## src/bpv_consts.vh

```
// Constants shared by the Bayer pipeline video port
`ifndef BPV_CONSTS_VH
`define BPV_CONSTS_VH

// Sample and component widths
`define BPV_INPUT_SAMPLE_WIDTH 8
`define BPV_OUTPUT_COMPONENT_WIDTH 8
`define BPV_OUT_BUS_WIDTH 24

// Output bus field positions
`define BPV_RED_MSB 23
`define BPV_RED_LSB 16
`define BPV_BLUE_MSB 15
`define BPV_BLUE_LSB 8
`define BPV_GREEN_MSB 7
`define BPV_GREEN_LSB 0

// Processing latency in clock enables
`define BPV_LATENCY 7
`define BPV_DELAY_STAGES 6

// Control word bits
`define BPV_CTRL_ENABLE_BIT 0
`define BPV_CTRL_DONE_BIT 1

// Bayer phase bits
`define BPV_PHASE_COL_BIT 0
`define BPV_PHASE_ROW_BIT 1

// Colour site codes
`define BPV_SITE_RED 2'h0
`define BPV_SITE_GREEN_A 2'h1
`define BPV_SITE_GREEN_B 2'h2
`define BPV_SITE_BLUE 2'h3

// Status and mask bits
`define BPV_STAT_FRAME_END_BIT 0
`define BPV_STAT_TIMING_ERR_BIT 1
`define BPV_STAT_WIDTH 2

// Reset values of working registers
`define BPV_CTRL_RESET 2'h1
`define BPV_PHASE_RESET 2'h0
`define BPV_BLACK_RESET 8'h00

`endif

```

## src/bpv_video_port.v

```verilog
// Streaming video port of the Bayer processing pipeline
`timescale 1ns/1ps
`include "bpv_consts.vh"

////////////////////////////////////////////////////////////////////////
module bpv_video_port (
  // Clock, reset, enable, clear
  input wire clk_sys_in,
  input wire reset_in,
  input wire ce_in,
  input wire sclr_in,
  // Input stream
  input wire [`BPV_INPUT_SAMPLE_WIDTH-1:0] video_data_in,
  input wire hblank_in,
  input wire vblank_in,
  input wire active_video_in,
  output reg in_ready_out,
  // Output stream
  output reg [`BPV_OUT_BUS_WIDTH-1:0] video_data_out,
  output reg hblank_out,
  output reg vblank_out,
  output reg active_video_out,
  output reg stream_valid_out,
  input wire sink_ready_in,
  // no bus slave ports
  // Programmable values as ports
  input wire [1:0] control_in,
  input wire [1:0] bayer_phase_in,
  input wire [`BPV_INPUT_SAMPLE_WIDTH-1:0] black_level_in,
  input wire [`BPV_STAT_WIDTH-1:0] irq_mask_in,
  input wire [`BPV_STAT_WIDTH-1:0] status_clear_in,
  output reg [`BPV_STAT_WIDTH-1:0] status_out,
  output reg irq_out
);

  localparam IW = `BPV_INPUT_SAMPLE_WIDTH;
  localparam OW = `BPV_OUTPUT_COMPONENT_WIDTH;
  localparam BW = `BPV_OUT_BUS_WIDTH;
  localparam DS = `BPV_DELAY_STAGES;

  ////////////////////////////////////////////////////////////////////////
  // Pipeline advance

  // advance only with enable and room downstream
  wire adv;
  assign adv = ce_in & in_ready_out;

  // fixed defaults until loaded
  // Working registers used by the datapath
  reg [1:0] work_ctrl;
  reg [1:0] work_phase;
  reg [IW-1:0] work_black;

  // Stage 1 sample and frame edge tracking
  reg [IW-1:0] s1_data;
  reg vblank_prev;
  reg col_odd;
  reg row_odd;
  reg av_prev;
  wire frame_end;
  wire line_end;
  assign frame_end = vblank_in & ~vblank_prev;
  assign line_end = av_prev & ~active_video_in;

  ////////////////////////////////////////////////////////////////////////
  // Shadow load at frame end

  // copy user values only at frame end
  // and only once the host marks writes done
  always @(posedge clk_sys_in or posedge reset_in) begin
    if (reset_in) begin
      work_ctrl <= `BPV_CTRL_RESET;
      work_phase <= `BPV_PHASE_RESET;
      work_black <= `BPV_BLACK_RESET;
    end else if (adv && frame_end &&
                 control_in[`BPV_CTRL_DONE_BIT]) begin
      work_ctrl <= control_in;
      work_phase <= bayer_phase_in;
      work_black <= black_level_in;
    end
  end

  ////////////////////////////////////////////////////////////////////////
  // Bayer site tracking

  // line blanking and valid mark scan position
  always @(posedge clk_sys_in or posedge reset_in) begin
    if (reset_in) begin
      vblank_prev <= 1'b0;
      av_prev <= 1'b0;
      col_odd <= 1'b0;
      row_odd <= 1'b0;
    end else if (sclr_in) begin
      vblank_prev <= 1'b0;
      av_prev <= 1'b0;
      col_odd <= 1'b0;
      row_odd <= 1'b0;
    end else if (adv) begin
      vblank_prev <= vblank_in;
      av_prev <= active_video_in;
      if (vblank_in) begin
        row_odd <= 1'b0;
        col_odd <= 1'b0;
      end else if (line_end || hblank_in) begin
        col_odd <= 1'b0;
        if (line_end) begin
          row_odd <= ~row_odd;
        end
      end else if (active_video_in) begin
        col_odd <= ~col_odd;
      end
    end
  end

  // Site of the incoming sample after phase offset
  wire [1:0] site_in;
  assign site_in = {row_odd ^ work_phase[`BPV_PHASE_ROW_BIT],
                    col_odd ^ work_phase[`BPV_PHASE_COL_BIT]};

  ////////////////////////////////////////////////////////////////////////
  // Blanking and valid delay lines

  // delay line keeps blanking in step with data
  reg [DS-1:0] hb_line;
  reg [DS-1:0] vb_line;
  reg [DS-1:0] av_line;

  // no synchronous clear on the delay lines
  always @(posedge clk_sys_in or posedge reset_in) begin
    if (reset_in) begin
      hb_line <= {DS{1'b0}};
      vb_line <= {DS{1'b0}};
      av_line <= {DS{1'b0}};
    end else if (adv) begin
      hb_line <= {hb_line[DS-2:0], hblank_in};
      vb_line <= {vb_line[DS-2:0], vblank_in};
      av_line <= {av_line[DS-2:0], active_video_in};
    end
  end

  ////////////////////////////////////////////////////////////////////////
  // Datapath stages 1 to 6

  reg [1:0] s1_site;
  reg [IW-1:0] hold_r;
  reg [IW-1:0] hold_g;
  reg [IW-1:0] hold_b;
  reg [IW-1:0] s2_grey;
  reg [BW-1:0] s3_rgb;
  reg [BW-1:0] s4_rgb;
  reg [BW-1:0] s5_rgb;
  reg [BW-1:0] s6_rgb;
  reg [IW-1:0] next_r;
  reg [IW-1:0] next_g;
  reg [IW-1:0] next_b;

  // Black level subtraction with floor at zero
  function [OW-1:0] bpv_sub_black;
    input [IW-1:0] val;
    input [IW-1:0] blk;
    begin
      if (val > blk) begin
        bpv_sub_black = val - blk;
      end else begin
        bpv_sub_black = {OW{1'b0}};
      end
    end
  endfunction

  // clear wins over enable on datapath registers
  // clear acts even with enable low
  always @(posedge clk_sys_in or posedge reset_in) begin
    if (reset_in) begin
      s1_data <= {IW{1'b0}};
      s1_site <= 2'h0;
      hold_r <= {IW{1'b0}};
      hold_g <= {IW{1'b0}};
      hold_b <= {IW{1'b0}};
      s2_grey <= {IW{1'b0}};
      s3_rgb <= {BW{1'b0}};
      s4_rgb <= {BW{1'b0}};
      s5_rgb <= {BW{1'b0}};
      s6_rgb <= {BW{1'b0}};
    end else if (sclr_in) begin
      s1_data <= {IW{1'b0}};
      s1_site <= 2'h0;
      hold_r <= {IW{1'b0}};
      hold_g <= {IW{1'b0}};
      hold_b <= {IW{1'b0}};
      s2_grey <= {IW{1'b0}};
      s3_rgb <= {BW{1'b0}};
      s4_rgb <= {BW{1'b0}};
      s5_rgb <= {BW{1'b0}};
      s6_rgb <= {BW{1'b0}};
    end else if (adv) begin
      s1_data <= video_data_in;
      s1_site <= site_in;
      hold_r <= next_r;
      hold_g <= next_g;
      hold_b <= next_b;
      s2_grey <= s1_data;
      // red high, blue middle, green low
      if (work_ctrl[`BPV_CTRL_ENABLE_BIT]) begin
        s3_rgb <= {hold_r, hold_b, hold_g};
      end else begin
        s3_rgb <= {s2_grey, s2_grey, s2_grey};
      end
      s4_rgb[`BPV_RED_MSB:`BPV_RED_LSB] <=
        bpv_sub_black(s3_rgb[`BPV_RED_MSB:`BPV_RED_LSB], work_black);
      s4_rgb[`BPV_BLUE_MSB:`BPV_BLUE_LSB] <=
        bpv_sub_black(s3_rgb[`BPV_BLUE_MSB:`BPV_BLUE_LSB], work_black);
      s4_rgb[`BPV_GREEN_MSB:`BPV_GREEN_LSB] <=
        bpv_sub_black(s3_rgb[`BPV_GREEN_MSB:`BPV_GREEN_LSB], work_black);
      s5_rgb <= s4_rgb;
      s6_rgb <= s5_rgb;
    end
  end

  // Latest sample of each colour, held across the line
  always @* begin
    next_r = hold_r;
    next_g = hold_g;
    next_b = hold_b;
    if (av_line[0]) begin
      case (s1_site)
        `BPV_SITE_RED: next_r = s1_data;
        `BPV_SITE_GREEN_A: next_g = s1_data;
        `BPV_SITE_GREEN_B: next_g = s1_data;
        `BPV_SITE_BLUE: next_b = s1_data;
        default: next_g = s1_data;
      endcase
    end
  end

  ////////////////////////////////////////////////////////////////////////
  // Two-entry output buffer

  reg [BW-1:0] skid_data;
  reg skid_hb;
  reg skid_vb;
  reg skid_av;
  reg skid_valid;
  wire drain;
  wire push;
  assign drain = ~stream_valid_out | sink_ready_in;
  assign push = adv;

  // valid travels with data, never gates it
  // seventh stage is the output register
  always @(posedge clk_sys_in or posedge reset_in) begin
    if (reset_in) begin
      video_data_out <= {BW{1'b0}};
      hblank_out <= 1'b0;
      vblank_out <= 1'b0;
      active_video_out <= 1'b0;
      stream_valid_out <= 1'b0;
      skid_data <= {BW{1'b0}};
      skid_hb <= 1'b0;
      skid_vb <= 1'b0;
      skid_av <= 1'b0;
      skid_valid <= 1'b0;
      in_ready_out <= 1'b1;
    end else if (sclr_in) begin
      video_data_out <= {BW{1'b0}};
      stream_valid_out <= 1'b0;
      skid_data <= {BW{1'b0}};
      skid_valid <= 1'b0;
      in_ready_out <= 1'b1;
    end else if (ce_in) begin
      if (drain) begin
        if (skid_valid) begin
          video_data_out <= skid_data;
          hblank_out <= skid_hb;
          vblank_out <= skid_vb;
          active_video_out <= skid_av;
          stream_valid_out <= 1'b1;
          skid_valid <= 1'b0;
          in_ready_out <= 1'b1;
        end else if (push) begin
          video_data_out <= s6_rgb;
          hblank_out <= hb_line[DS-1];
          vblank_out <= vb_line[DS-1];
          active_video_out <= av_line[DS-1];
          stream_valid_out <= 1'b1;
        end else begin
          stream_valid_out <= 1'b0;
        end
      end else if (push) begin
        skid_data <= s6_rgb;
        skid_hb <= hb_line[DS-1];
        skid_vb <= vb_line[DS-1];
        skid_av <= av_line[DS-1];
        skid_valid <= 1'b1;
        in_ready_out <= 1'b0;
      end
    end
  end

  ////////////////////////////////////////////////////////////////////////
  // Event status and interrupt request

  reg [`BPV_STAT_WIDTH-1:0] event_now;
  reg [`BPV_STAT_WIDTH-1:0] next_status;

  // Frame end and valid data during frame blanking
  always @* begin
    event_now = {`BPV_STAT_WIDTH{1'b0}};
    if (adv) begin
      event_now[`BPV_STAT_FRAME_END_BIT] = frame_end;
      event_now[`BPV_STAT_TIMING_ERR_BIT] = vblank_in & active_video_in;
    end
    next_status = (status_out & ~status_clear_in) | event_now;
  end

  // sticky events gated onto one request line
  always @(posedge clk_sys_in or posedge reset_in) begin
    if (reset_in) begin
      status_out <= {`BPV_STAT_WIDTH{1'b0}};
      irq_out <= 1'b0;
    end else if (sclr_in) begin
      status_out <= {`BPV_STAT_WIDTH{1'b0}};
      irq_out <= 1'b0;
    end else if (ce_in) begin
      status_out <= next_status;
      irq_out <= |(next_status & irq_mask_in);
    end
  end

endmodule

```

## config.mk

```make
export PLATFORM = sky130hd
export DESIGN_NAME = bpv_video_port
export DESIGN_NICKNAME = d
export VERILOG_FILES = /design/src/bpv_video_port.v
export VERILOG_INCLUDE_DIRS = /design/src
export SDC_FILE = /design/constraint.sdc
export NUM_CORES = 1
export LEC_CHECK = 0
export BUFFER_PORTS_ARGS = -buffer_cell sky130_fd_sc_hd__clkbuf_2
export CORE_MARGIN = 5
export CORE_UTILIZATION = 45
export CTS_CLUSTER_DIAMETER = 200
export DETAILED_ROUTE_END_ITERATION = 6
export MAX_ROUTING_LAYER = met4
export SKIP_CTS_REPAIR_TIMING = 1
export SYNTH_ARGS = -nofsm -noshare
export SYNTH_HDL_FRONTEND = slang
export SYNTH_SLANG_ARGS = --single-unit
```

## constraint.sdc

```tcl
create_clock -name clk_sys_in -period 7.3 [get_ports clk_sys_in]
set_clock_uncertainty 0.15 [all_clocks]
set_input_delay 1.46 -clock clk_sys_in [delete_from_list [all_inputs] [get_ports clk_sys_in]]
set_output_delay 1.46 -clock clk_sys_in [all_outputs]
set_load 0.02 [all_outputs]
```

======== Word-level counts from Yosys, hierarchy flattened ========
Index checks and enable logic that the tools add are counted.
operators by class
  add/sub/neg operators ................... 3
  eq/ne operators ......................... 5
  muxes and demuxes ....................... 77
  reductions and logical operators ........ 31
  bitwise operators ....................... 18
  $lt $le $gt $ge ......................... 3
operator list
  kind                number
  $mux 24             17
  $mux 8              19
  $mux 1              36
  $gt 8x8->1          3
  $sub 8x8->8         3
  $reduce_and 3->1    7
  $reduce_bool 2->1   8
  $reduce_bool 3->1   4
  $mux 2              5
  $reduce_and 4->1    2
  $not 1->1           7
  $reduce_and 2->1    3
  $and 1x1->1         4
  $and 2x2->2         2
  $eq 2x2->1 const B  2
  $reduce_bool 4->1   1
  $reduce_or 2->1     2
  $ne 3x3->1 const B  1
  $eq 2x1->1 const B  1
  $logic_and 1x1->1   2
  $logic_not 2->1     1
  $ne 2x2->1 const B  1
  $not 2->2           1
  $or 2x2->2          1
  other kinds (3)     4
storage, ports and cells
  input bits .............................. 32
  output and inout port bits .............. 32
  word-level logic and storage cells ...... 170
  register bits ........................... 231

======== Longest topological paths before layout ========
  depth after elaboration ................. 8
  depth in mapped cells ................... 9
  mapped depth without buffers ............ 9

======== Worst setup path before layout ========
OpenSTA, ideal clock, no wires.
  path kind ............................... input port to flip-flop
  start ................................... in ce_in
  end ..................................... reg work_black[1]
  required time ........................... 7.025 ns
  buffers on the path ..................... 2
  arrival time ............................ 2.528 ns
  slack ................................... 4.498 ns
  cell stages on the path ................. 7
  setup time .............................. 0.125 ns
  cell sequence ........................... buf_4 -> and2_1 -> nand2_1 -> nor2_1 -> nand2_1 -> buf_2 -> mux2_2
on the way
  cells in the longest elaborated chain, start to end .. 3
RTL lines
  what                            line                 RTL
  from (decl)                     bpv_video_port.v:10  input wire ce_in,
  $and 1x1->1                     bpv_video_port.v:46  assign adv = ce_in & in_ready_out;
  $logic_and 1x1->1 (2 in a row)  bpv_video_port.v:75  end else if (adv && frame_end &&
  to (signal assigned)            bpv_video_port.v:74  work_black <= `BPV_BLACK_RESET;
  to (signal assigned)            bpv_video_port.v:79  work_black <= black_level_in;
  to (decl)                       bpv_video_port.v:52  reg [IW-1:0] work_black;
No other way between the ends.
A chain may end at the register's enable or synchronous reset.

======== Worst setup path after layout ========
  start ................................... in sclr_in
  end ..................................... reg s4_rgb[6]
on the way
  cells in the longest elaborated chain, start to end .. 1
  elaborated cells between the ends (all ways) .. 2
  those cells by class .................... mux: 1; reduce/logical: 1
RTL lines
  what                                                 line                  RTL
  from (decl)                                          bpv_video_port.v:11   input wire sclr_in,
  $mux 24 / $reduce_bool 2->1 (equally long branches)  --
  to (signal assigned)                                 bpv_video_port.v:181  s4_rgb <= {BW{1'b0}};
  to (signal assigned)                                 bpv_video_port.v:192  s4_rgb <= {BW{1'b0}};
  to (signal, indexed assignment)                      bpv_video_port.v:208  s4_rgb[`BPV_RED_MSB:`BPV_RED_LSB] <=
  to (decl)                                            bpv_video_port.v:150  reg [BW-1:0] s4_rgb;
Several ways; a longest one is shown, not always the timed one.

==> impl_metrics.toml <==
[placement]
io_buffers = 63
hpwl_um = 14100
dpl_worst_slack_ps = 3270
gp_congestion = 0.878
placed_cell_area_um2 = 10900

[synthesis]
synth_cells = 1056
yosys_warnings = 0
synth_largest_area_cell = "dfrtp_1"
netlist_area_um2 = 10400
yosysSeqAreaShare = 0.554
ys_top_cells_by_count = "nand2_1, dfrtp_1, a21oi_1, nor2_1"
synth_cell_types = 47
avgSynthCellArea_um2 = 9.88
synth_edf_count = 0
ys.flop_type = "dfrtp_1"
synthTopCellsByArea = "dfrtp_1, nand2_1, a21oi_1"
synth-async-reset-ratio = 1.00
synth_top_area_share = 0.549
ys_ff_latch = 231
yosysMostFrequentCell = "nand2_1"
synth_nets = 1117

[setup_path]
crit_family = "buffers and inverters"
cp.required_ps = 7560
crit_top_cell = "buf_4"
slowest_stage = "buf_4"
crit_path_start_kind = "primary input"
crit_chain = "buf_4, buf_4, nor2_1, o21ai_0, a31oi_2, a32o_1"
cp_max_fo = 80
cp.arrival_ps = 3720
critPathKind = "primary input to flop"
setup.worst_path.end_class = "flop"
max_stage_delay_ps = 770
critical_path_buf_inv_count = 2

[cells_and_area]
final_util = 0.519
num-fill-cells = 2114
drive_above_1_share = 0.125
finalNetCount = 1150
area_growth_pct = 13.0
antenna_cells = 0
design_area_um2 = 11800

[sta]
finalSetupTns_ps = 0
hold_ws_ps = 314
drv_slew = 0
worstMarginPinSlew_ps = 1080
rsz0062_at_grt = "false"
setup_viol = 0
clock.fmax_mhz = 289
finalCritPeriodShare = 0.474
slew-limit-headroom = 0.278
setup_slack_ps = 3840
hold_violations = 0
min_period_ps = 3460

[drt]
vias = 7372
drt-pass1-iter-count = 6
drcViolationCount = 0
drtIter0Drc = 456
drt-total-wl_um = 21800
via_per_inst = 5.29
wl_per_cell_um = 15.7
ant_nets = 0

[floorplanning]
start_util = 0.460
chipWidth_um = 162
num_io_pins = 64
placementRows = 55
dieArea_um2 = 26300
core-area_um2 = 22700
die_h_um = 162

[pwr]
seqPwrFrac = 0.439
p_comb_frac = 0.154
p_int_mw = 2.39
peakVddDrop_v = 0.000253
switching_share = 0.269
powerDensity_nw_per_um2 = 277
power.net_switching_mw = 0.879
p_leak_nw = 5.35
clkPwrFrac = 0.407

[global_routing]
grt_max_degree = 179
grt_pass1_vias = 7234
antenna_found_initial = 0
grt_pass1_wl_um = 37000
grt_use_total = 0.171
overflow = 0

[clock_tree]
numCtsBuffers = 25
numClockSinks = 231
clockRootBuffer = "clkbuf_16"
clkTransAtPathRegs_ps = 60
cts_buffer_depth = 3
clock_latency_ps = 520
cts_tree = "yes"
htreeDepth = 1

[run]
maxCapViolations = 0

[hold_path]
hold_path_class = "flop to flop"

[outcome]
outcome = "complete, no violations"
==> placed cells by master, fill, tap and decap left out, types with 9 or more instances in the layout <==
| master | n |
|---|---|
| or3_1 | 9 |
| o21a_1 | 11 |
| mux2i_1 | 27 |
| clkbuf_8 | 9 |
| nand2b_1 | 16 |
| a21oi_1 | 133 |
| mux2_2 | 14 |
| inv_1 | 24 |
| nor2_1 | 62 |
| ha_1 | 26 |
| nor3_1 | 16 |
| o21ai_0 | 27 |
| nand2_1 | 250 |
| a22o_1 | 40 |
| clkbuf_2 | 62 |
| dfrtp_1 | 229 |
| a211oi_1 | 40 |
| clkbuf_16 | 25 |
==> registers in the layout, summed over array words and instances (netlist names), 24 cells and up <==
| name | cells |
|---|---|
| video_data_out | 24 |
| s6_rgb | 24 |
| s3_rgb | 24 |
| s5_rgb | 24 |
| skid_data | 24 |
| s4_rgb | 24 |
==> kinds of logic after synthesis <==
kind of cell,share of synthesized area
adder cells (fa/ha/maj),0.0369
AND/OR/NAND/NOR,0.156
XOR/XNOR,0.00588
buffers and inverters,0.0374
multiplexers,0.0410
AO/OA/AOI/OAI,0.169
flip-flops,0.554
==> through the flow <==
step	total power [mW]	cells
detailed placement	1.96	1347
finish	3.27	1393
global placement	1.96	1347
global route	3.43	1393
CTS	3.31	1393
floorplan	1.83	1056
==> final cells by class <==
type                    instances  area [µm²]  area share
clock buffers                  40         772      0.0655
clock inverters                 6         120      0.0102
inverters                      25        97.6     0.00828
multi-input cells             735        4270       0.362
flip-flops and latches        231        5780       0.491
well taps                     285         357      0.0302
repair buffers                 71         390      0.0331
==> path summary, 6_finish.rpt <==
kind | start | end | slack, ps | depth (start not counted)
max in group asynchronous | reset_in | s3_rgb[10]$_DFFE_PP0N_ | 4590 | 4
setup / recovery | sclr_in | s4_rgb[6]$_DFFE_PP0N_ | 3840 | 6
hold / removal | vb_line[3]$_DFFE_PP0P_ | vb_line[4]$_DFFE_PP0P_ | 310 | 2
setup reg to reg | in_ready_out$_DFFE_PP1P_ | s4_rgb[7]$_DFFE_PP0N_ | 4550 | 6
min in group asynchronous | reset_in | video_data_out[10]$_DFFE_PP0P_ | 970 | 3
hold reg to reg | vb_line[3]$_DFFE_PP0P_ | vb_line[4]$_DFFE_PP0P_ | 310 | 2
==> power by group through the flow <==
stage               sequential, mW  clock [mW]  combinational, mW
detailed placement            1.46           0              0.506
finish                        1.44        1.33              0.502
global placement              1.46           0              0.501
global route                  1.45        1.42              0.565
CTS                           1.44        1.37              0.509
floorplan                     1.45           0              0.379
==> routing by layer <==
layer / part of all wire / global-route usage / vias to the layer above / routed length (µm)
li1: - / - / 3731 / -
met2: 0.47 / 0.266 / 121 / 10200
met5: 0 / - / - / 0
met3: 0.034 / 0.0231 / 32 / 750
met1: 0.48 / 0.243 / 3488 / 10400
met4: 0.020 / 0.0384 / 0 / 437
==> tightest hold or removal path: cells and delay by family (launching register included) <==
family,cells,cell delay [ps]
simple gates,2,100
flops,1,340
Power figures use the tool's default switching activity.
